<file path="config.mk">
export PLATFORM = sky130hd
export DESIGN_NAME = sdcb_bank
export DESIGN_NICKNAME = d
export VERILOG_FILES = /design/src/rtl/sdcb_pkg.sv /design/src/rtl/sdcb_shift_rx.sv /design/src/rtl/sdcb_ref_div.sv /design/src/rtl/sdcb_bank.sv
export VERILOG_INCLUDE_DIRS = /design/src /design/src/rtl
export SDC_FILE = /design/constraint.sdc
export NUM_CORES = 1
export LEC_CHECK = 0
export BUFFER_PORTS_ARGS = -buffer_cell sky130_fd_sc_hd__buf_2
export CORE_AREA = 10 10 192 194
export CTS_CLUSTER_DIAMETER = 150
export DETAILED_ROUTE_END_ITERATION = 10
export DIE_AREA = 0 0 202 204
export PLACE_DENSITY = 0.65
export REMOVE_ABC_BUFFERS = 1
export SETUP_SLACK_MARGIN = 0.2
export SYNTH_ARGS = -nofsm -noshare
export SYNTH_HDL_FRONTEND = slang
export SYNTH_SLANG_ARGS = --single-unit
</file>
<file path="constraint.sdc">
create_clock -name clk_in -period 4.6 [get_ports clk_in]
set_input_delay 0.46 -clock clk_in [delete_from_list [all_inputs] [get_ports clk_in]]
set_output_delay 0.46 -clock clk_in [all_outputs]
set_load 0.02 [all_outputs]
</file>
<file path="src/rtl/sdcb_cfg.svh">
// Constants for the synthesizer divider configuration bank
`ifndef SDCB_CFG_SVH
`define SDCB_CFG_SVH
// Register select codes (low four bits of each word)
`define SDCB_REG_INT 4'h0
`define SDCB_REG_MAIN_FRACTION_NUMERATOR 4'h1
`define SDCB_REG_AUX 4'h2
`define SDCB_REG_PHASE 4'h3
`define SDCB_REG_REFCP 4'h4
`define SDCB_REG_DIVSEL 4'h6
// Register 0 fields
`define SDCB_CAL_BIT 21
`define SDCB_PRESC_BIT 20
`define SDCB_INT_HI 19
`define SDCB_INT_LO 4
// Register 1 field
`define SDCB_MAIN_FRACTION_NUMERATOR_HI 27
`define SDCB_MAIN_FRACTION_NUMERATOR_LO 4
// Register 2 fields
`define SDCB_AUX_FRACTION_NUMERATOR_HI 31
`define SDCB_AUX_FRACTION_NUMERATOR_LO 18
`define SDCB_AUX_FRACTION_MODULUS_HI 17
`define SDCB_AUX_FRACTION_MODULUS_LO 4
// Register 3 fields
`define SDCB_SDINH_BIT 30
`define SDCB_RESYNC_BIT 29
`define SDCB_PADJ_BIT 28
`define SDCB_PHASE_HI 27
`define SDCB_PHASE_LO 4
// Register 4 fields
`define SDCB_MUX_HI 29
`define SDCB_MUX_LO 27
`define SDCB_DBL_BIT 26
`define SDCB_HALF_BIT 25
`define SDCB_RCNT_HI 24
`define SDCB_RCNT_LO 15
`define SDCB_DBUF_BIT 14
`define SDCB_CP_HI 13
`define SDCB_CP_LO 10
`define SDCB_LVL_BIT 8
// Register 6 divider select field
`define SDCB_DIVSEL_HI 23
`define SDCB_DIVSEL_LO 21
// Reset values
`define SDCB_RST_WORD 32'h0000_0000
`define SDCB_RST_RCNT 10'h001
// Pulse length of calibration start and modulator reset, in cycles
`define SDCB_PULSE_CYC 1
`endif

</file>
<file path="src/rtl/sdcb_pkg.sv">
// Types shared by the synthesizer divider configuration bank
package sdcb_pkg;
  // Serial receiver state
  typedef enum logic [0:0] {
    SDCB_IDLE = 1'b0,
    SDCB_SHIFT = 1'b1
  } sdcb_rx_state_t;
endpackage

</file>
<file path="src/rtl/sdcb_shift_rx.sv">
// Serial word receiver: MSB-first shift register latched on load enable
`timescale 1ns/10ps
`include "sdcb_cfg.svh"
module sdcb_shift_rx #(
  parameter int WORD_W = 32
) (
  input wire logic clk_in,
  input wire logic nrst_in,
  input wire logic sclk_en_in,
  input wire logic sdata_in,
  input wire logic load_en_in,
  output logic [WORD_W-1:0] word_out,
  output logic word_valid_out
);
  // ==========================================================
  // Elaboration check
  initial begin
    if (WORD_W < 8) begin
      $error("sdcb_shift_rx: word width too small");
    end
  end

  // ==========================================================
  // State
  typedef struct packed {
    sdcb_pkg::sdcb_rx_state_t st; // Idle until first bit shifts in
    logic [WORD_W-1:0] shreg; // Shift register
    logic [WORD_W-1:0] word; // Latched word
    logic valid; // One-cycle latch pulse
    logic le_q; // Last load enable, for edge detect
  } sdcb_rx_t;

  sdcb_rx_t r;
  sdcb_rx_t next_r;

  // Shift and latch decision
  always_comb begin
    next_r = r;
    next_r.valid = 1'b0;
    next_r.le_q = load_en_in;
    // Bits enter LSB side so first bit ends up as MSB [RQ22]
    if (sclk_en_in && !load_en_in) begin
      next_r.shreg = {r.shreg[WORD_W-2:0], sdata_in};
      next_r.st = sdcb_pkg::SDCB_SHIFT;
    end
    // Rising load enable latches the whole word [RQ22]
    if (load_en_in && !r.le_q && r.st == sdcb_pkg::SDCB_SHIFT) begin
      next_r.word = r.shreg;
      next_r.valid = 1'b1;
      next_r.st = sdcb_pkg::SDCB_IDLE;
    end
  end

  // Register the state, synchronous reset
  always_ff @(posedge clk_in) begin
    if (!nrst_in) begin
      r <= '0;
    end else begin
      r <= next_r;
    end
  end

  assign word_out = r.word;
  assign word_valid_out = r.valid;
endmodule // sdcb_shift_rx

</file>
<file path="src/rtl/sdcb_ref_div.sv">
// Reference path: R counter with optional divide-by-two toggle
`timescale 1ns/10ps
`include "sdcb_cfg.svh"
module sdcb_ref_div #(
  parameter int RCNT_W = 10
) (
  input wire logic clk_in,
  input wire logic nrst_in,
  input wire logic ref_edge_in,
  input wire logic [RCNT_W-1:0] ratio_in,
  input wire logic halve_in,
  output logic pfd_ref_out
);
  // ==========================================================
  // Elaboration check
  initial begin
    if (RCNT_W < 1 || RCNT_W > 16) begin
      $error("sdcb_ref_div: counter width out of range");
    end
  end

  // ==========================================================
  // State
  typedef struct packed {
    logic [RCNT_W-1:0] cnt; // Active reference edges counted
    logic pulse; // Counter terminal pulse
    logic tog; // Divide-by-two toggle
    logic out; // Registered output
  } sdcb_rd_t;

  sdcb_rd_t r;
  sdcb_rd_t next_r;

  // Count active edges; ratio 0 is treated as 1
  always_comb begin
    next_r = r;
    next_r.pulse = 1'b0;
    if (ref_edge_in) begin
      if (r.cnt + RCNT_W'(1) >= ratio_in) begin // [RQ17]
        next_r.cnt = '0;
        next_r.pulse = 1'b1;
        next_r.tog = ~r.tog; // Toggle gives a 50% duty output [RQ16]
      end else begin
        next_r.cnt = r.cnt + RCNT_W'(1);
      end
    end
    next_r.out = halve_in ? r.tog : r.pulse; // [RQ16]
  end

  // Register the state
  always_ff @(posedge clk_in) begin
    if (!nrst_in) begin
      r <= '0;
    end else begin
      r <= next_r;
    end
  end

  assign pfd_ref_out = r.out;
endmodule // sdcb_ref_div

</file>
<file path="src/rtl/sdcb_bank.sv">
// Configuration register bank of the fractional-N synthesizer
`timescale 1ns/10ps
`include "sdcb_cfg.svh"

// ==========================================================
// Functional notes
// RQ1 - Low four bits select register 0..4; the code also decodes register 6 (divider select)
// RQ2 - Calibration bit set starts band selection
// RQ3 - Bit 20 picks prescaler 4/5 or 8/9
// RQ4 - Host keeps integer within prescaler range
// RQ5 - Host writes zeros above calibration bit
// RQ6 - Register 1 holds 24-bit main numerator
// RQ7 - Host keeps aux numerator below modulus
// RQ8 - Register 2 holds 14-bit aux modulus
// RQ9 - Register 0 write resets modulator unless inhibited
// RQ10 - Resync works only with aux numerator zero
// RQ11 - Phase adjust advances phase each update
// RQ12 - Host never enables resync with adjust
// RQ13 - Phase value is fraction of turn
// RQ14 - Host avoids divider outputs on test mux
// RQ15 - Doubler bit chooses one or both edges
// RQ16 - Halver bit inserts divide-by-two toggle
// RQ17 - Reference counter divides by 1 to 1023
// RQ18 - Buffer bit shadows divider select field
// RQ19 - Pump current from four-bit code
// RQ20 - Level bit picks 1.8 or 3.3 V
// RQ21 - Shadowed fields apply on register 0 write
// RQ22 - MSB first shift, latched on load enable
module sdcb_bank #(
  parameter int WORD_W = 32,
  parameter int PHASE_W = 24,
  parameter int RCNT_W = 10
) (
  input wire logic clk_in,
  input wire logic nrst_in,
  input wire logic sclk_en_in, // One-cycle strobe per serial bit
  input wire logic sdata_in,
  input wire logic load_en_in,
  input wire logic ref_in, // Reference input, sampled
  output logic [15:0] int_value_out,
  output logic prescaler_sel_out,
  output logic [23:0] main_fraction_numerator_out,
  output logic [13:0] aux_fraction_numerator_out,
  output logic [13:0] aux_fraction_modulus_out,
  output logic vco_cal_start_out,
  output logic mod_reset_out,
  output logic resync_active_out,
  output logic [PHASE_W-1:0] phase_accum_out,
  output logic [2:0] test_output_selector_out,
  output logic reference_doubler_enable_out,
  output logic reference_halver_enable_out,
  output logic [RCNT_W-1:0] ref_ratio_out,
  output logic [3:0] pump_current_code_out,
  output logic test_output_level_select_out,
  output logic [2:0] divider_select_out,
  output logic pfd_ref_out
);
  // ==========================================================
  // Elaboration check
  initial begin
    if (WORD_W != 32 || PHASE_W != 24 || RCNT_W != 10) begin
      $error("sdcb_bank: widths fixed by the word layout");
    end
  end

  // ==========================================================
  // Received word
  logic [WORD_W-1:0] rx_word; // Latched serial word
  logic rx_valid; // One-cycle pulse per word
  logic ref_edge; // Active reference edge strobe
  logic pfd_ref; // Output of reference divider

  sdcb_shift_rx #(.WORD_W(WORD_W)) u_rx (
    .clk_in(clk_in),
    .nrst_in(nrst_in),
    .sclk_en_in(sclk_en_in),
    .sdata_in(sdata_in),
    .load_en_in(load_en_in),
    .word_out(rx_word),
    .word_valid_out(rx_valid)
  );

  // ==========================================================
  // State
  typedef struct packed {
    logic [WORD_W-1:0] r0; // Integer, prescaler, calibration
    logic [WORD_W-1:0] r1_sh; // Main numerator shadow
    logic [WORD_W-1:0] r2_sh; // Aux numerator and modulus shadow
    logic [WORD_W-1:0] r3_sh; // Phase control shadow
    logic [WORD_W-1:0] r4_sh; // Reference and pump shadow
    logic [WORD_W-1:0] r1; // Active copies below
    logic [WORD_W-1:0] r2;
    logic [WORD_W-1:0] r3;
    logic [WORD_W-1:0] r4;
    logic [2:0] div_sh; // Divider select as written
    logic [2:0] div_act; // Divider select in force
    logic [PHASE_W-1:0] phase; // Accumulated output phase
    logic cal; // Calibration start pulse
    logic mrst; // Modulator reset pulse
    logic ref_q; // Previous reference sample
    logic edge_s; // Active edge strobe
    logic phase_detector; // Registered divider output
    logic rsy; // Resync allowed, registered so the output is a flop
  } sdcb_st_t;

  sdcb_st_t r;
  sdcb_st_t next_r;

  // ==========================================================
  // Register writes and register 0 side effects
  always_comb begin
    next_r = r;
    next_r.cal = 1'b0;
    next_r.mrst = 1'b0;
    next_r.ref_q = ref_in;
    next_r.phase_detector = pfd_ref;
    // Falling edge only, or both edges when doubled [RQ15]
    if (r.r4[`SDCB_DBL_BIT]) begin
      next_r.edge_s = ref_in ^ r.ref_q;
    end else begin
      next_r.edge_s = r.ref_q & ~ref_in;
    end
    if (rx_valid) begin
      unique case (rx_word[3:0]) // [RQ1]
        `SDCB_REG_INT: begin
          next_r.r0 = rx_word;
          // Shadowed fields move to the active set now [RQ21]
          next_r.r1 = r.r1_sh;
          next_r.r2 = r.r2_sh;
          next_r.r3 = r.r3_sh;
          next_r.r4 = r.r4_sh;
          if (r.r4_sh[`SDCB_DBUF_BIT]) begin
            next_r.div_act = r.div_sh; // [RQ18]
          end
          next_r.cal = rx_word[`SDCB_CAL_BIT]; // [RQ2]
          // Shadowed inhibit bit, applied with this write, decides modulator reset [RQ9]
          next_r.mrst = ~r.r3_sh[`SDCB_SDINH_BIT];
          // Phase advances by programmed step on each update [RQ11] [RQ13]
          if (r.r3_sh[`SDCB_PADJ_BIT]) begin
            next_r.phase = r.phase + r.r3_sh[`SDCB_PHASE_HI:`SDCB_PHASE_LO];
          end
        end
        `SDCB_REG_MAIN_FRACTION_NUMERATOR: next_r.r1_sh = rx_word; // [RQ6]
        `SDCB_REG_AUX: next_r.r2_sh = rx_word; // [RQ8]
        `SDCB_REG_PHASE: next_r.r3_sh = rx_word;
        `SDCB_REG_REFCP: next_r.r4_sh = rx_word;
        `SDCB_REG_DIVSEL: begin
          next_r.div_sh = rx_word[`SDCB_DIVSEL_HI:`SDCB_DIVSEL_LO];
          // Unbuffered select takes effect at once [RQ18]
          if (!r.r4[`SDCB_DBUF_BIT]) begin
            next_r.div_act = rx_word[`SDCB_DIVSEL_HI:`SDCB_DIVSEL_LO];
          end
        end
        default: ; // Other registers are outside this bank
      endcase
    end
    // Computed from the next active set so it moves with the fields [RQ10]
    next_r.rsy = next_r.r3[`SDCB_RESYNC_BIT] &
      (next_r.r2[`SDCB_AUX_FRACTION_NUMERATOR_HI:`SDCB_AUX_FRACTION_NUMERATOR_LO] == 14'h0000);
  end

  // Register the state
  always_ff @(posedge clk_in) begin
    if (!nrst_in) begin
      r <= '0;
      r.r4[`SDCB_RCNT_HI:`SDCB_RCNT_LO] <= `SDCB_RST_RCNT;
      r.r4_sh[`SDCB_RCNT_HI:`SDCB_RCNT_LO] <= `SDCB_RST_RCNT;
    end else begin
      r <= next_r;
    end
  end

  assign ref_edge = r.edge_s;

  // ==========================================================
  // Reference path
  sdcb_ref_div #(.RCNT_W(RCNT_W)) u_ref (
    .clk_in(clk_in),
    .nrst_in(nrst_in),
    .ref_edge_in(ref_edge),
    .ratio_in(r.r4[`SDCB_RCNT_HI:`SDCB_RCNT_LO]), // [RQ17]
    .halve_in(r.r4[`SDCB_HALF_BIT]), // [RQ16]
    .pfd_ref_out(pfd_ref)
  );

  // ==========================================================
  // Outputs, all straight from flip-flops
  assign int_value_out = r.r0[`SDCB_INT_HI:`SDCB_INT_LO];
  assign prescaler_sel_out = r.r0[`SDCB_PRESC_BIT]; // [RQ3]
  assign main_fraction_numerator_out = r.r1[`SDCB_MAIN_FRACTION_NUMERATOR_HI:`SDCB_MAIN_FRACTION_NUMERATOR_LO]; // [RQ6]
  assign aux_fraction_numerator_out = r.r2[`SDCB_AUX_FRACTION_NUMERATOR_HI:`SDCB_AUX_FRACTION_NUMERATOR_LO];
  assign aux_fraction_modulus_out = r.r2[`SDCB_AUX_FRACTION_MODULUS_HI:`SDCB_AUX_FRACTION_MODULUS_LO]; // [RQ8]
  assign vco_cal_start_out = r.cal; // [RQ2]
  assign mod_reset_out = r.mrst; // [RQ9]
  // Resync only counts while aux numerator is zero [RQ10]
  assign resync_active_out = r.rsy;
  assign phase_accum_out = r.phase; // [RQ13]
  assign test_output_selector_out = r.r4[`SDCB_MUX_HI:`SDCB_MUX_LO];
  assign reference_doubler_enable_out = r.r4[`SDCB_DBL_BIT]; // [RQ15]
  assign reference_halver_enable_out = r.r4[`SDCB_HALF_BIT];
  assign ref_ratio_out = r.r4[`SDCB_RCNT_HI:`SDCB_RCNT_LO];
  assign pump_current_code_out = r.r4[`SDCB_CP_HI:`SDCB_CP_LO]; // [RQ19]
  assign test_output_level_select_out = r.r4[`SDCB_LVL_BIT]; // [RQ20]
  assign divider_select_out = r.div_act;
  assign pfd_ref_out = r.phase_detector;
endmodule // sdcb_bank

</file>
==> results.md <==
- Largest family of logic cells by synthesized area: simple AND/OR/NAND/NOR gates
- Sequential share of power: 48.1%
- Clock H-tree levels: 2
- Post-Route Setup TNS: 0 ns
- Worst R2R Setup Slack: approximately 1.2 ns
- Post-synthesis area per instance: a little over 8 um^2
- CP startpoint kind: register
- Clk_lat worst skew: around 0.52 ns
- Largest area contributor in the synthesized netlist: dfxtp_1
- Pre-antenna DRT Iters: 5
- Worst path max stage delay: ~0.87 ns
- Net Sw Frac: between 20% and 30%
- Cell mode on critical path: ha_1
- Switching pwr: between 1 and 1.5 mW
- Layout area overhead: 9.80%
- Combinational Power Share: under 10%
- 1st-iter DRT viols: ~610
- CTS tree: yes
- Slew Viols, Final: 0
- Post-synthesis compound-gate area fraction: 17.8%
- RSZ-0062 raised after global routing: false
- Post-placement cell count: 1,990
- Post-cts hold buffer count: 0
- Crit Path Max Fanout: 14
- Most numerous cell in the Yosys netlist: nand2_1
- IO Pins: 126
- WL per Instance: about 16 um
- Leakage power: ~5.5 nW
- Fill count: between 3k and 4k
- Final hold vios: 0
- Tcrit/Tclk final: 73.2%
- Post-DP HPWL: around 22,000 um
- Total core area: 33,100 um^2
- Via count: roughly 10k
- Mapped Area: 13,000 um^2
- Die width: 202 um
- Largest net degree at the start of global routing: around 130
- Layout cell share with drive strength beyond 1: about an eighth
- GRT Overall Usage: roughly 16%
- Post-cts sizing count: 0
- Max Buffers Root-to-Sink: 3
- Pwr Density: between 300 and 400 nW/um^2
- Clock transition at the registers of the reported paths: approximately 0.060 ns
- Routed WL: ~34,000 um
- CP endpoint kind: register
- Global-route wire length before repair: ~53,000 um
- Simple-Gate Fraction of Synth Area: between 20% and 30%
- Non-Filler Instances: slightly above 2k
- Outcome: completed
- # setup viols final: 0
- Max-cap violation count: 0
- Post-CTS Setup Inserts: 0
- Sequential area share after synthesis: approximately 47%
- Crit path max-delay cell type: o22ai_1
- Cell count after synthesis: ~1.6k
- Fin nets: roughly 1.6k
- Asr flop ratio synth: 0%
- Xor and xnor area share after synthesis: 1.07%
- Clock share of power: 50.2%
- Post-synthesis mux area share: 0.537%
- CTS buffer count: 34
- Gr ovfl total: 0
- Starting Density: 39.4%
- # clock sinks: roughly 310
- Gp weighted congestion: just under 0.9
- Adder-Cell Fraction of Synth Area: 3.51%
- Post-synth top area share: 47.1%
- Post-synth top flop: dfxtp_1
- Antenna Nets Post-Route: 0
- Synth warnings: 0
- Max-slew headroom: roughly a quarter
- Arrival @ worst endpoint: about 3.7 ns
- Drt drc: 0
- Initial antenna violation count: 0
- Number of port buffers: 125
- Die Height: 204 um
- Row Count: 67
- Critical path, cell by cell: ha_1, nand3_1, nor2_1, and3_1, xor2_1, ha_1, a211o_1, o22ai_1, or4_1, a21oi_1
- Worst-margin pin slew: between 1 and 1.5 ns
- Number of global-route vias before repair: around 10k
- Max Freq: roughly 0.30 GHz
- Int Power: 4.40 mW
- Diodes inserted: 0
- Clock Skew: 0.0214 ns
- Vias/cell: 5.08
- Crit Path Class: reg2reg
- Final Critical Period: ~3.4 ns
- EDFF count, synth: 0
- Peak supply drop: roughly 0.0002 V
- Dominant cells by area after synthesis: dfxtp_1, nand2_1, a21oi_1
- CTS root buffer: clkbuf_16
- Class of the worst hold path: in2reg
- Commonest cells post-synth: nand2_1, dfxtp_1, a21oi_1
- Synth Register Bits: between 300 and 400
- Data required time of the worst path: slightly below 5 ns
- Die area: ~41,000 um^2
- Synth cell types: 65
critical path: cells and delay by family (launching register included):
kind | cells | cell delay (ns)
AOI/OAI and AO/OA | 3 | 1.22
xor gates and xnor gates | 1 | 0.16
adders and majority gates | 2 | 0.52
DFF | 1 | 0.42
and+or+nand+nor | 4 | 0.92
worst paths after layout:
check | endpoint | depth (start not counted) | start
setup / recovery | u_ref.r[1] | 10 | u_ref.r[3]
hold / removal | r[3] | 3 | ref_in
setup reg to reg | u_ref.r[1] | 10 | u_ref.r[3]
hold reg to reg | pfd_ref_out | 1 | u_ref.pfd_ref_out
through the flow:
step / utilization, % / area, um^2 / power, mW / hold slack [ns] / setup WS (ns)
after detailed placement: 39.7 / 13200 / 2.82 / 0.422 / 1.24
after global placement: 39.7 / 13200 / 2.82 / 0.421 / 1.28
after floorplan: - / 11800 / 2.78 / 0.401 / 0.442
final: 43.2 / 14300 / 5.54 / 0.210 / 1.23
after CTS: 43.2 / 14300 / 5.61 / 0.203 / 1.23
after global routing: 43.2 / 14300 / 5.71 / 0.225 / 0.826
state kept, by name (all words and copies together), names as in the netlist, 3 cells and up:
| signal | flops |
|---|---|
| test_output_selector_out | 3 |
| main_fraction_numerator_out | 24 |
| aux_fraction_modulus_out | 14 |
| u_ref.r | 12 |
| divider_select_out | 3 |
| aux_fraction_numerator_out | 14 |
| int_value_out | 16 |
| ref_ratio_out | 10 |
| r | 106 |
| u_rx.r | 34 |
| phase_accum_out | 24 |
| u_rx.word_out | 32 |
| pump_current_code_out | 4 |
area by class of cell:
type | count | area, um^2 | share of cell area [%]
well taps | 448 | 561 | 3.92
inverters | 17 | 71.3 | 0.498
flip-flops and latches | 307 | 6150 | 42.9
clock buffers | 54 | 1080 | 7.54
repair buffers | 140 | 738 | 5.16
clock inverters | 6 | 82.6 | 0.577
multi-input cells | 1078 | 5640 | 39.4
power groups by stage:
| stage | registers (mW) | clock network [mW] | logic [mW] |
|---|---|---|---|
| 2_1_floorplan | 2.73 | 0 | 0.0524 |
| 3_3_place_gp | 2.73 | 0 | 0.0960 |
| 3_5_place_dp | 2.73 | 0 | 0.0968 |
| 4_1_cts | 2.67 | 2.84 | 0.0971 |
| 5_1_grt | 2.67 | 2.94 | 0.105 |
| 6_report | 2.67 | 2.78 | 0.0955 |
per-layer routing:
layer,wire [um],share of wire (%),GRT usage (%)
met1,15400,46,20.1
met4,562,1.7,3.95
met3,2000,5.9,3.74
met2,15700,47,25.7
met5,0,0,0
placed cells by master, fill, tap and decap left out, types with 8 or more instances in the layout:
master	n
a211oi_1	10
a21o_1	11
a21oi_1	264
a22o_1	32
and2_1	10
and3_1	12
buf_2	125
buf_4	15
clkbuf_1	8
clkbuf_16	37
clkbuf_8	9
dfxtp_1	307
ha_1	35
inv_1	15
nand2_1	489
nand3_1	25
nor2_1	19
nor3_1	11
nor4_1	10
o21a_1	8
o21ai_0	21
xor2_1	10
kinds of logic after synthesis:
kind of cell,after synthesis
DFF,307
adders and majority gates,36
xor gates and xnor gates,16
muxes,7
buffers and inverters,224
and+or+nand+nor,623
AOI/OAI and AO/OA,396
(Power assumes the default switching activity.)
